<file path="config.mk">
export PLATFORM = sky130hd
export DESIGN_NAME = adcs_sequencer
export DESIGN_NICKNAME = d
export VERILOG_FILES = /design/src/adcs_pkg.sv /design/src/adcs_sequencer.sv
export SDC_FILE = /design/constraint.sdc
export NUM_CORES = 1
export LEC_CHECK = 0
export ABC_AREA = 1
export BUFFER_PORTS_ARGS = -buffer_cell sky130_fd_sc_hd__buf_2
export CAP_MARGIN = 20
export CORE_MARGIN = 8
export CORE_UTILIZATION = 35
export DETAILED_ROUTE_END_ITERATION = 7
export PLACE_DENSITY_LB_ADDON = 0.12
export SYNTH_ARGS = -nofsm -noshare
export SYNTH_HDL_FRONTEND = slang
export SYNTH_SLANG_ARGS = --single-unit
</file>
<file path="constraint.sdc">
create_clock -name clk_sys -period 3.4 [get_ports clk_sys]
set_clock_uncertainty 0.15 [all_clocks]
set_input_delay 0.17 -clock clk_sys [delete_from_list [all_inputs] [get_ports clk_sys]]
set_output_delay 0.17 -clock clk_sys [all_outputs]
set_load 0.005 [all_outputs]
</file>
<file path="src/adcs_pkg.sv">
/*
 * Constants, types and register map of the conversion sequencer.
 * Assumes a 32-bit APB master and a converter core on the same clock.
 */
`default_nettype none

package adcs_pkg;

    // ------------------------------------------------------------------
    // register byte addresses
    // ------------------------------------------------------------------
    localparam logic [31:0] ADDR_CCS = 32'h4003_B000;
    localparam logic [31:0] ADDR_CTC = 32'h4003_B004;
    localparam logic [31:0] ADDR_CPC = 32'h4003_B008;
    localparam logic [31:0] ADDR_QDC = 32'h4003_B00C;
    localparam logic [31:0] ADDR_RES = 32'h4003_B010;
    localparam logic [31:0] ADDR_CMPV = 32'h4003_B014;
    localparam logic [31:0] ADDR_PIC = 32'h4003_B018;
    localparam logic [31:0] ADDR_IRQ_STAT = 32'h4003_B01C;
    localparam logic [31:0] ADDR_IRQ_MASK = 32'h4003_B020;

    // ------------------------------------------------------------------
    // field positions and widths
    // ------------------------------------------------------------------
    localparam int SEL_W = 5;
    localparam int CCS_REPEAT_BIT = 5;
    localparam int CCS_IRQEN_BIT = 6;
    localparam int CCS_DONE_BIT = 7;
    localparam int CTC_REFSEL_W = 2;
    localparam int CTC_FULL_BIT = 2;
    localparam int CTC_EMPTY_BIT = 3;
    localparam int CTC_CMPGT_BIT = 4;
    localparam int CTC_CMPEN_BIT = 5;
    localparam int CTC_TRIG_BIT = 6;
    localparam int CTC_ACTIVE_BIT = 7;
    localparam int CPC_W = 8;
    localparam int QDEPTH_W = 3;
    localparam int QSLOTS = 8;
    localparam int QCNT_W = 4;
    localparam int RES_W = 12;
    localparam int PIC_W = 16;
    localparam int IRQ_W = 2;
    localparam int IRQ_DONE_BIT = 0;
    localparam int IRQ_ABORT_BIT = 1;

    // ------------------------------------------------------------------
    // reset values and codes
    // ------------------------------------------------------------------
    localparam logic [SEL_W-1:0] SEL_OFF = 5'h1F;
    localparam logic [31:0] CCS_RESET = 32'h0000_001F;
    localparam logic [31:0] CTC_RESET = 32'h0000_0008;
    localparam logic [IRQ_W-1:0] IRQ_MASK_RESET = 2'h1;

    typedef enum logic [0:0] {
        ST_IDLE = 1'b0,
        ST_CONV = 1'b1
    } adcs_state_t;

    // request to the analog converter core
    typedef struct packed {
        logic start;
        logic abort;
        logic [SEL_W-1:0] channel;
    } adcs_conv_req_t;

    // answer from the analog converter core
    typedef struct packed {
        logic done;
        logic [RES_W-1:0] data;
    } adcs_conv_rsp_t;

endpackage

`default_nettype wire

</file>
<file path="src/adcs_sequencer.sv">
/*
 * Conversion sequencer: APB register file, channel queue, start and
 * abort control, done flag and interrupt of a successive-approximation
 * converter.
 * Assumes the converter core runs on clk_sys, takes a one-cycle start
 * pulse and answers each started conversion that is not aborted with a one-cycle done pulse.
 */
`default_nettype none

module adcs_sequencer
    import adcs_pkg::*;
(
    input wire logic clk_sys,
    input wire logic rst_n,
    input wire logic psel,
    input wire logic penable,
    input wire logic pwrite,
    input wire logic [31:0] paddr,
    input wire logic [31:0] pwdata,
    output logic [31:0] prdata,
    output logic pready,
    output logic pslverr,
    input wire logic hwTriggerIn,
    input wire adcs_conv_rsp_t convRsp,
    output adcs_conv_req_t convReq,
    output logic irqOut
);

    // ------------------------------------------------------------------
    // address decode
    // ------------------------------------------------------------------

    // full-word compare of a bus address with a register address
    function automatic logic isAddr(input logic [31:0] a,
                                    input logic [31:0] reg_addr);
        isAddr = (a == reg_addr);
    endfunction

    // ------------------------------------------------------------------
    // declarations
    // ------------------------------------------------------------------
    logic [SEL_W-1:0] inputSelect;
    logic repeatMode;
    logic irqEnable;
    logic doneFlag;
    logic trigSel;
    logic cmpEn;
    logic cmpGt;
    logic [CTC_REFSEL_W-1:0] refSel;
    logic [CPC_W-1:0] clkPowerCfg;
    logic [QDEPTH_W-1:0] queueDepth;
    logic [RES_W-1:0] result;
    logic [RES_W-1:0] compareValue;
    logic [PIC_W-1:0] pinCtl;
    logic [IRQ_W-1:0] irqStatus;
    logic [IRQ_W-1:0] irqMask;
    adcs_state_t seqState;
    logic [QDEPTH_W-1:0] qIdx;
    logic [QCNT_W-1:0] qCount;
    logic [SEL_W-1:0] qMem [QSLOTS];
    logic abortEvt;
    logic hwMeta;
    logic hwSync;
    logic hwPrev;

    logic accessDone;
    logic wrEn;
    logic rdEn;
    logic setupPhase;
    logic wrCcs;
    logic rdRes;
    logic [SEL_W-1:0] wSel;
    logic queueMode;
    logic [QCNT_W-1:0] depthCnt;
    logic qFullNow;
    logic [QDEPTH_W-1:0] qWrIdx;
    logic [QCNT_W-1:0] next_qCount;
    logic [SEL_W-1:0] firstCh;
    logic pushing;
    logic swSetStart;
    logic lastOfSet;
    logic compareTrue;
    logic convEnd;
    logic setDone;
    logic hwEvent;
    logic [31:0] next_prdata;
    logic mapped;
    logic [IRQ_W-1:0] irqSet;
    logic [IRQ_W-1:0] irqClr;

    // ------------------------------------------------------------------
    // bus phases
    // ------------------------------------------------------------------

    // one access completes at the edge where pready is seen
    assign setupPhase = psel && !penable;
    assign accessDone = psel && penable && pready;
    assign wrEn = accessDone && pwrite;
    assign rdEn = accessDone && !pwrite;
    assign wrCcs = wrEn && isAddr(paddr, ADDR_CCS);
    assign rdRes = rdEn && isAddr(paddr, ADDR_RES);
    assign wSel = pwdata[SEL_W-1:0];

    // zero-wait answer: pready rises the cycle after setup
    always_ff @(posedge clk_sys)
    begin
        if (!rst_n)
        begin
            pready <= 1'b0;
            pslverr <= 1'b0;
            prdata <= 32'h0000_0000;
        end
        else
        begin
            pready <= setupPhase;
            pslverr <= setupPhase && !mapped;
            if (setupPhase)
            begin
                prdata <= next_prdata;
            end
        end
    end

    // read mux; unmapped addresses read zero and flag an error
    always_comb
    begin
        next_prdata = 32'h0000_0000;
        mapped = 1'b1;
        if (isAddr(paddr, ADDR_CCS))
        begin
            // upper bits stay zero
            next_prdata[SEL_W-1:0] = inputSelect;
            next_prdata[CCS_REPEAT_BIT] = repeatMode;
            next_prdata[CCS_IRQEN_BIT] = irqEnable;
            next_prdata[CCS_DONE_BIT] = doneFlag;
        end
        else if (isAddr(paddr, ADDR_CTC))
        begin
            next_prdata[CTC_REFSEL_W-1:0] = refSel;
            next_prdata[CTC_FULL_BIT] = queueMode && qFullNow;
            next_prdata[CTC_EMPTY_BIT] = (qCount == 4'h0);
            next_prdata[CTC_CMPGT_BIT] = cmpGt;
            next_prdata[CTC_CMPEN_BIT] = cmpEn;
            next_prdata[CTC_TRIG_BIT] = trigSel;
            next_prdata[CTC_ACTIVE_BIT] = (seqState == ST_CONV);
        end
        else if (isAddr(paddr, ADDR_CPC))
        begin
            next_prdata[CPC_W-1:0] = clkPowerCfg;
        end
        else if (isAddr(paddr, ADDR_QDC))
        begin
            next_prdata[QDEPTH_W-1:0] = queueDepth;
        end
        else if (isAddr(paddr, ADDR_RES))
        begin
            next_prdata[RES_W-1:0] = result;
        end
        else if (isAddr(paddr, ADDR_CMPV))
        begin
            next_prdata[RES_W-1:0] = compareValue;
        end
        else if (isAddr(paddr, ADDR_PIC))
        begin
            next_prdata[PIC_W-1:0] = pinCtl;
        end
        else if (isAddr(paddr, ADDR_IRQ_STAT))
        begin
            next_prdata[IRQ_W-1:0] = irqStatus;
        end
        else if (isAddr(paddr, ADDR_IRQ_MASK))
        begin
            next_prdata[IRQ_W-1:0] = irqMask;
        end
        else
        begin
            mapped = 1'b0;
        end
    end

    // ------------------------------------------------------------------
    // software registers
    // ------------------------------------------------------------------

    // control/status fields; bits above 7 are not stored
    always_ff @(posedge clk_sys)
    begin
        if (!rst_n)
        begin
            inputSelect <= CCS_RESET[SEL_W-1:0];
            repeatMode <= CCS_RESET[CCS_REPEAT_BIT];
            irqEnable <= CCS_RESET[CCS_IRQEN_BIT];
        end
        else if (wrCcs)
        begin
            inputSelect <= wSel;
            repeatMode <= pwdata[CCS_REPEAT_BIT];
            irqEnable <= pwdata[CCS_IRQEN_BIT];
        end
    end

    // trigger and compare control
    always_ff @(posedge clk_sys)
    begin
        if (!rst_n)
        begin
            trigSel <= CTC_RESET[CTC_TRIG_BIT];
            cmpEn <= CTC_RESET[CTC_CMPEN_BIT];
            cmpGt <= CTC_RESET[CTC_CMPGT_BIT];
            refSel <= CTC_RESET[CTC_REFSEL_W-1:0];
        end
        else if (wrEn && isAddr(paddr, ADDR_CTC))
        begin
            trigSel <= pwdata[CTC_TRIG_BIT];
            cmpEn <= pwdata[CTC_CMPEN_BIT];
            cmpGt <= pwdata[CTC_CMPGT_BIT];
            refSel <= pwdata[CTC_REFSEL_W-1:0];
        end
    end

    // plain storage registers
    always_ff @(posedge clk_sys)
    begin
        if (!rst_n)
        begin
            clkPowerCfg <= '0;
            queueDepth <= '0;
            compareValue <= '0;
            pinCtl <= '0;
            irqMask <= IRQ_MASK_RESET;
        end
        else if (wrEn)
        begin
            if (isAddr(paddr, ADDR_CPC))
            begin
                clkPowerCfg <= pwdata[CPC_W-1:0];
            end
            if (isAddr(paddr, ADDR_QDC))
            begin
                queueDepth <= pwdata[QDEPTH_W-1:0];
            end
            if (isAddr(paddr, ADDR_CMPV))
            begin
                compareValue <= pwdata[RES_W-1:0];
            end
            if (isAddr(paddr, ADDR_PIC))
            begin
                pinCtl <= pwdata[PIC_W-1:0];
            end
            if (isAddr(paddr, ADDR_IRQ_MASK))
            begin
                irqMask <= pwdata[IRQ_W-1:0];
            end
        end
    end

    // ------------------------------------------------------------------
    // hardware trigger
    // ------------------------------------------------------------------

    // two-stage synchroniser, then a rising-edge detector
    always_ff @(posedge clk_sys)
    begin
        if (!rst_n)
        begin
            hwMeta <= 1'b0;
            hwSync <= 1'b0;
            hwPrev <= 1'b0;
        end
        else
        begin
            hwMeta <= hwTriggerIn;
            hwSync <= hwMeta;
            hwPrev <= hwSync;
        end
    end

    assign hwEvent = trigSel && hwSync && !hwPrev;

    // ------------------------------------------------------------------
    // channel queue
    // ------------------------------------------------------------------

    // a full queue restarts from slot 0 on the next push
    assign queueMode = (queueDepth != 3'h0);
    assign depthCnt = {1'b0, queueDepth};
    assign qFullNow = (qCount >= depthCnt);
    assign qWrIdx = qFullNow ? 3'h0 : qCount[QDEPTH_W-1:0];
    assign next_qCount = qFullNow ? 4'h1 : qCount + 4'h1;
    assign firstCh = (qWrIdx == 3'h0) ? wSel : qMem[0];
    assign pushing = wrCcs && queueMode && (wSel != SEL_OFF);
    assign swSetStart = pushing && !trigSel
        && (next_qCount == depthCnt);
    assign lastOfSet = ({1'b0, qIdx} == depthCnt - 4'h1);

    // one storage slot per queue entry, written in arrival order
    genvar gi;
    generate
        for (gi = 0; gi < QSLOTS; gi++)
        begin : g_slot
            always_ff @(posedge clk_sys)
            begin
                if (!rst_n)
                begin
                    qMem[gi] <= SEL_OFF;
                end
                else if (pushing && (qWrIdx == QDEPTH_W'(gi)))
                begin
                    qMem[gi] <= wSel;
                end
            end
        end
    endgenerate

    // ------------------------------------------------------------------
    // conversion sequencer
    // ------------------------------------------------------------------
    assign convEnd = (seqState == ST_CONV) && convRsp.done;

    // start, abort, queue walk and repeat loop
    always_ff @(posedge clk_sys)
    begin
        if (!rst_n)
        begin
            seqState <= ST_IDLE;
            qIdx <= '0;
            qCount <= '0;
            convReq <= '{start: 1'b0, abort: 1'b0, channel: SEL_OFF};
            abortEvt <= 1'b0;
        end
        else
        begin
            convReq.start <= 1'b0;
            convReq.abort <= 1'b0;
            abortEvt <= 1'b0;
            if (wrCcs)
            begin
                // any write cuts a running conversion
                if (seqState == ST_CONV)
                begin
                    convReq.abort <= 1'b1;
                    abortEvt <= 1'b1;
                end
                seqState <= ST_IDLE;
                if (wSel == SEL_OFF)
                begin
                    qCount <= '0;
                end
                else if (queueMode)
                begin
                    qCount <= next_qCount;
                    if (swSetStart)
                    begin
                        seqState <= ST_CONV;
                        qIdx <= '0;
                        convReq.start <= 1'b1;
                        convReq.channel <= firstCh;
                    end
                end
                else if (!trigSel)
                begin
                    seqState <= ST_CONV;
                    convReq.start <= 1'b1;
                    convReq.channel <= wSel;
                end
            end
            else if (hwEvent && seqState == ST_IDLE)
            begin
                // one edge starts one conversion or one set
                if (queueMode)
                begin
                    if (qCount == depthCnt)
                    begin
                        seqState <= ST_CONV;
                        qIdx <= '0;
                        convReq.start <= 1'b1;
                        convReq.channel <= qMem[0];
                    end
                end
                else if (inputSelect != SEL_OFF)
                begin
                    seqState <= ST_CONV;
                    convReq.start <= 1'b1;
                    convReq.channel <= inputSelect;
                end
            end
            else if (convEnd)
            begin
                if (queueMode && !lastOfSet)
                begin
                    qIdx <= qIdx + 3'h1;
                    convReq.start <= 1'b1;
                    convReq.channel <= qMem[qIdx + 3'h1];
                end
                else if (repeatMode)
                begin
                    // loop the set or the single channel
                    qIdx <= '0;
                    convReq.start <= 1'b1;
                    convReq.channel <= queueMode ? qMem[0] : inputSelect;
                end
                else
                begin
                    seqState <= ST_IDLE;
                    if (queueMode && !trigSel)
                    begin
                        qCount <= '0;
                    end
                end
            end
        end
    end

    // ------------------------------------------------------------------
    // result and done flag
    // ------------------------------------------------------------------
    assign compareTrue = cmpGt ? (convRsp.data >= compareValue)
                               : (convRsp.data < compareValue);

    // done only at set end in queue mode, and only on a compare hit when cmpEn is set
    assign setDone = convEnd
        && (!queueMode || lastOfSet)
        && (!cmpEn || compareTrue);

    // result capture on every completed conversion
    always_ff @(posedge clk_sys)
    begin
        if (!rst_n)
        begin
            result <= '0;
        end
        else if (convEnd)
        begin
            result <= convRsp.data;
        end
    end

    // set wins over a same-cycle clear
    always_ff @(posedge clk_sys)
    begin
        if (!rst_n)
        begin
            doneFlag <= CCS_RESET[CCS_DONE_BIT];
        end
        else if (setDone)
        begin
            doneFlag <= 1'b1;
        end
        else if (wrCcs || rdRes)
        begin
            doneFlag <= 1'b0;
        end
    end

    // ------------------------------------------------------------------
    // interrupt
    // ------------------------------------------------------------------
    assign irqSet = {abortEvt, setDone && irqEnable};
    assign irqClr = (wrEn && isAddr(paddr, ADDR_IRQ_STAT))
        ? pwdata[IRQ_W-1:0] : '0;

    // sticky status, write one to clear, set has priority
    always_ff @(posedge clk_sys)
    begin
        if (!rst_n)
        begin
            irqStatus <= '0;
            irqOut <= 1'b0;
        end
        else
        begin
            irqStatus <= (irqStatus & ~irqClr) | irqSet;
            irqOut <= |(irqStatus & irqMask);
        end
    end

endmodule

`default_nettype wire

</file>
# [Yosys cells after proc, flatten, opt, wreduce, memory -nomap -nowiden]
# Memory sizes are Yosys's and may differ from the RTL's.
# Cells that the tools add are included.
[word_totals] out_inout_bits=42 ram_bits=40 inputBits=83 latchBits=0 word_cells=264 mem_count=1 regBits=105 rom_bits=0
[memory_table] memory="qMem" words=8 word_bits=5 rd=2 rd_clocked_by_memory_dff=0 wr=8 line="adcs_sequencer.sv:60" rtl="logic [SEL_W-1:0] qMem [QSLOTS];"
[op_classes] n_reduce_logical=62 div=0 shifts=0 muxes=117 multipliers=0 add_sub_neg=3 n_lt_le_gt_ge=3 bitwise=13 n_eq_ne=37
[op_table] op="== test 32 x 31 -> 1 bit, second input constant" n=9
[op_table] op="2-to-1 mux 5 bit" n=22
[op_table] op="2-to-1 mux 1 bit" n=58
[op_table] op="2-to-1 mux 8 bit" n=6
[op_table] op="2-to-1 mux 4 bit" n=11
[op_table] op="2-to-1 mux 3 bit" n=12
[op_table] op="logical AND 1 bit" n=32
[op_table] op="2-to-1 mux 12 bit" n=2
[op_table] op="2-to-1 mux 14 bit" n=1
[op_table] op="AND reduction 7 bit" n=2
[op_table] op="2-to-1 mux 13 bit" n=1
[op_table] op="== test 3 bit, second input constant" n=4
[op_table] op="greater-or-equal comparator 12 bit" n=1
[op_table] op="< comparator 12 bit" n=1
[op_table] op="AND reduction 2 bit" n=6
[op_table] op="inequality test 5 bit, second input constant" n=2
[op_table] op="inequality test 3 x 2 -> 1 bit, second input constant" n=3
[op_table] op="== test 4 x 3 -> 1 bit" n=2
[op_table] op="logical NOT 1 bit" n=8
[op_table] op="2-to-1 mux 2 bit" n=4
[op_table] op="inequality test 2 bit, second input constant" n=4
[op_table] op="inequality test 4 x 3 -> 1 bit, second input constant" n=2
[op_table] op="OR 1 bit" n=8
[op_table] op="== test 3 x 2 -> 1 bit, second input constant" n=2
[op_table] op="23 further kinds" n=32

# [Longest topological paths before layout]
[logic_depth] depth_word=12 ltp_mapped=16 ltp_nobuf=16

# [Worst setup path after synthesis]
# OpenSTA, ideal clock, no wires.
[synth_timing] path_kind="flip-flop to flip-flop" from="register qCount[0]" to="memory qMem[0][0], enable pin" setup_time_ns=0.374 path_slack_ns=0.869 arrival_ns=2.007 path_stages_with_launch=12 required_time_ns=2.876 n_path_buf=1 period_less_slack_ns=2.531 cell_sequence="dfxtp_1 -> clkbuf_1 -> inv_1 -> ha_1 -> nand2_1 -> nor2_1 -> nor2_2 -> nand2_1 -> inv_2 -> o31ai_1 -> inv_1 -> o21ai_0"
[synth_lines] element="from (decl)" line="adcs_sequencer.sv:59" rtl="logic [QCNT_W-1:0] qCount;"
[synth_lines] element="from (signal assigned)" line="adcs_sequencer.sv:351" rtl="qCount <= next_qCount;"
[synth_lines] element="to (decl)" line="adcs_sequencer.sv:60"

# [Worst setup path after layout]
[layout_timing] from="register queueDepth[2]" to="register convReq[0] (netlist bit)"
[layout_via] elab_chain_cells=8 word_cells_on_any_way=32 classes_between="add/sub: 1; order compare: 1; eq/ne: 7; mux: 13; reduce/logical: 10"
[layout_rtl] element="from (decl)" line="adcs_sequencer.sv:51" rtl="logic [QDEPTH_W-1:0] queueDepth;"
[layout_rtl] element="from (signal assigned)" line="adcs_sequencer.sv:240" rtl="queueDepth <= pwdata[QDEPTH_W-1:0];"
[layout_rtl] element="greater-or-equal comparator 4 x 3 -> 1 bit or subtractor 3 x 1 -> 4 bit (tied branches)" line="adcs_sequencer.sv:287, adcs_sequencer.sv:294"
[layout_rtl] element="2-to-1 mux 3 bit or == test 3 x 4 -> 1 bit (tied branches)" line="adcs_sequencer.sv:288, adcs_sequencer.sv:294"
[layout_rtl] element="logical NOT 3 bit or logical NOT 1 bit (tied branches)" line="adcs_sequencer.sv:290, adcs_sequencer.sv:389"
[layout_rtl] element="2-to-1 mux 5 bit or logical AND 1 bit (tied branches)" line="adcs_sequencer.sv:290, adcs_sequencer.sv:389"
[layout_rtl] element="2-to-1 mux 5 bit (on tied branches)" line="adcs_sequencer.sv:352, adcs_sequencer.sv:389"
[layout_rtl] element="2-to-1 mux 5 bit (on tied branches)" line="adcs_sequencer.sv:349, adcs_sequencer.sv:387"
[layout_rtl] element="2-to-1 mux 5 bit (on tied branches)" line="adcs_sequencer.sv:345, adcs_sequencer.sv:367"
[layout_rtl] element="2-to-1 mux 5 bit" line="adcs_sequencer.sv:336" rtl="if (wrCcs)"
[layout_rtl] element="to (signal assigned)" line="adcs_sequencer.sv:328" rtl="convReq <= '{start: 1'b0, abort: 1'b0, channel: SEL_OFF};"
[layout_rtl] element="to (decl)" line="adcs_sequencer.sv:25" rtl="output adcs_conv_req_t convReq,"
# Parallel ways exist; a longest one is shown, timed or not. The select of a mux whose other input is x is not followed.
# A chain may end at the register's enable or synchronous reset.

==> run_results.csv <==
group,metric,value,unit
critical_path,rr_worst_depth,16,
timing,setup_viol_count_final,0,
synthesis,yosysTopAreaCell,"dfxtp_1",
global_route,grt_pass1_wl,38.94,mm
routing,route.vias.total,7319,
power,internal-power,3.005,mW
power,power.density,420.3,nW/µm²
cts,path_clk_slew,0.06,ns
timing,worst_pin_slew,0.8587,ns
global_route,grt_pass1_vias,7080,
routing,drt_wl_total,24.64,mm
timing,hold_violations,0,
synthesis,syn_avg_cell_area,7.288,µm²
synthesis,yosysMostFrequentCell,"nand2_1",
layout,fin_util,42.79,%
synthesis,netlist.area_leader.share,27.01,%
placement,place_ws,0.5435,ns
routing,drt_pass1_iterations,5,
routing,drc,0,
min_path,hp-start,"pwrite",
power,p_leak,3.873,nW
placement,post-dp-hpwl,18.54,mm
placement,placedCellCount,1416,
die,die_area,27270,µm²
global_route,grt_max_degree,64,
routing,via_per_inst,4.969,
synthesis,netlist_area,7784,µm²
timing,finalWorstSetupSlack,0.5019,ns
routing,antenna_left,0,
die,core.rowCount,54,
timing,clock.fmax,345.1,MHz
synthesis,async_flop_share,0,%
layout,drive_gt1_share,15.17,%
synthesis,ys_types,42,
synthesis,syn_inst,1068,
die,start_util,35.67,%
cts,cts_tree,"built",
critical_path,r2r-end,"convReq[0]",
layout,final_cells,1473,
min_path,min_to,"doneFlag",
global_route,overflow,0,
placement,portBuffers,92,
timing,maxSlewViolCount,0,
layout,antenna_cells,0,
cts,worstSkewPairLatency,0.42,ns
timing,timing.setup.tns,0,ns
synthesis,synth_common_cells,"nand2_1 (213), nor2_1 (139), inv_1 (120)",
placement,place_area,8498,µm²
critical_path,crit_path_max_fanout,7,
power,comb_power_share,5.6,%
cts,numCtsBuffers,17,
die,die_x,165.1,µm
flow_run,cap_violations,0,
critical_path,max_stage_delay,0.45,ns
power,vdd_ir_drop_max,0.0003258,V
critical_path,end_kind,"register",
synthesis,synth_edf_count,40,
timing,max-slew-margin-rel,42.44,%
synthesis,synth_warnings,0,
cts,cts.sinks,145,
synthesis,ys_ff_latch,145,
placement,place_congestion,0.8483,
critical_path,crit_chain,"inv_1, ha_1, inv_1, nor2_1, nand2_1, nor2_1, nor2_2, nand2_1, inv_2, o31ai_1, nor2_2, inv_1, nand3_1, nand3_1, nand3_1, nand3_1",
cts,cts-root-buf,"clkbuf_16",
power,p_total,3.925,mW
critical_path,required,3.54,ns
layout,areaGrowthSynthToFinish,19.98,%
die,core_area,21820,µm²
routing,drt-wirelength-per-cell,16.73,µm
critical_path,reg2reg_setup_slack,0.50,ns
cts,htreeDepth,4,
die,ios,125,
critical_path,cp.arrival,3.04,ns
min_path,hold_path_depth,3,
global_route,antenna_found_initial,0,
critical_path,start_kind,"register",
power,clkPwrFrac,48.3,%
power,p_seq_share,46.1,%
global_route,grtUsageTotal,18.59,%
routing,drtIter0Drc,428,
timing,period_share,85.24,%
critical_path,path_class,"register to register",
synthesis,yosys-top-cells-area,"dfxtp_1 (27%), edfxtp_1 (15%), nand2_1 (10%)",
status,status,"completed",
min_path,hp-class,"input port to register",
timing,rsz0062_at_grt,"false",
critical_path,r2r_start,"queueDepth[2]",
synthesis,ys.flop_type,"dfxtp_1",
synthesis,ys_seq_area_share,42.44,%
timing,hold_slack,0.02223,ns
die,fp.dieH,165.1,µm
layout,stdcell_area,9339,µm²
timing,fin_crit,2.898,ns
critical_path,path_common_cell,"nand3_1",
cts,clk_path_buf_depth,2,
power,switching_power,920.0,µW
layout,fin_nets,1283,
cts,post_cts_buffers,0,
power,p_sw_share,23.44,%
critical_path,cp_slowest_cell,"dfxtp_1",
-- power groups by stage --
stage / registers, mW / logic [mW] / clock network (mW)
floorplan: 1.84 / 0.113 / 0
global placement: 1.85 / 0.196 / 0
detailed placement: 1.85 / 0.197 / 0
CTS: 1.81 / 0.220 / 1.93
global route: 1.81 / 0.245 / 2.00
finish: 1.81 / 0.218 / 1.90
-- final cells by class --
type,count,area [µm²]
fill,2307,12480
multi-input combinational,754,3765
sequential,145,3303
timing repair buffer,137,860.8
inverter,125,469.2
clock buffer,20,457.9
tap,280,350.3
clock inverter,12,132.6
-- metal layers --
metal	vias to the layer above	GRT usage [%]	wire (µm)
met5	-	0	0
met4	0	5.897	496
met3	30	3.941	1256
met2	158	30.46	11730
met1	3388	24.05	11150
li1	3743	-	-
-- worst max-delay path by stage --
stage / startpoint / end / slack [ns] / cells after the start
3_3_place_gp: queueDepth[2] / convReq[2] / 0.56 / 16
4_1_cts: queueDepth[2] / convReq[2] / 0.53 / 16
6_report: queueDepth[2] / convReq[0] / 0.50 / 16
5_1_grt: queueDepth[2] / convReq[2] / 0.30 / 16
2_1_floorplan: qCount[0] / qMem[0][0] / 0.87 / 11
3_5_place_dp: queueDepth[2] / convReq[2] / 0.54 / 16
-- state kept, by name (all words and copies together) (netlist names), 2 cells and up --
register,flops
pinCtl,16
inputSelect,5
clkPowerCfg,8
queueDepth,3
prdata,16
irqMask,2
qCount,4
result,12
convReq,6
refSel,2
compareValue,12
irqStatus,2
qMem,40
qIdx,3
-- cells by family (layout without fill, tap and decap cells) --
kind of cell	after synthesis	count (layout)	share of synthesized area, %
buffers and inverters	184	294	9.918
AND/OR/NAND/NOR	510	510	28.87
XOR/XNOR	5	5	0.5627
adder cells (fa/ha/maj)	20	20	3.215
other	1	16	0.04818
AO/OA/AOI/OAI	203	203	14.95
flip-flops	145	145	42.44
-- critical path, delay by kind of cell (launching register included) --
| family | cells | cell delay (ns) |
|---|---|---|
| AND/OR/NAND/NOR | 10 | 1.24 |
| buffers and inverters | 4 | 0.50 |
| AO/OA/AOI/OAI | 1 | 0.11 |
| adder cells (fa/ha/maj) | 1 | 0.32 |
| flip-flops | 1 | 0.45 |
-- layout by cell type, fill, tap and decap left out, types with 4 or more instances in the layout --
cell / n
a211oi_1: 20
a21oi_1: 73
buf_2: 92
buf_4: 20
clkbuf_16: 18
conb_1: 16
dfxtp_1: 105
dlygate4sd3_1: 25
edfxtp_1: 40
ha_1: 20
inv_1: 119
inv_2: 5
nand2_1: 213
nand2_2: 6
nand3_1: 88
nand4_1: 12
nor2_1: 139
nor2_2: 15
nor2_4: 6
nor3_1: 11
nor4_1: 8
o211ai_1: 10
o21ai_0: 77
o21bai_1: 4
o221ai_1: 4
o32ai_1: 10
-- timing repair --
item / in CTS / in global routing
endpoints found under the hold margin: 37 / 0
hold buffers: 25 / 0
gates resized for setup: 0 / 0
endpoints found under the setup margin: 0 / 0
Note: power is estimated with default switching activity, not from simulation.
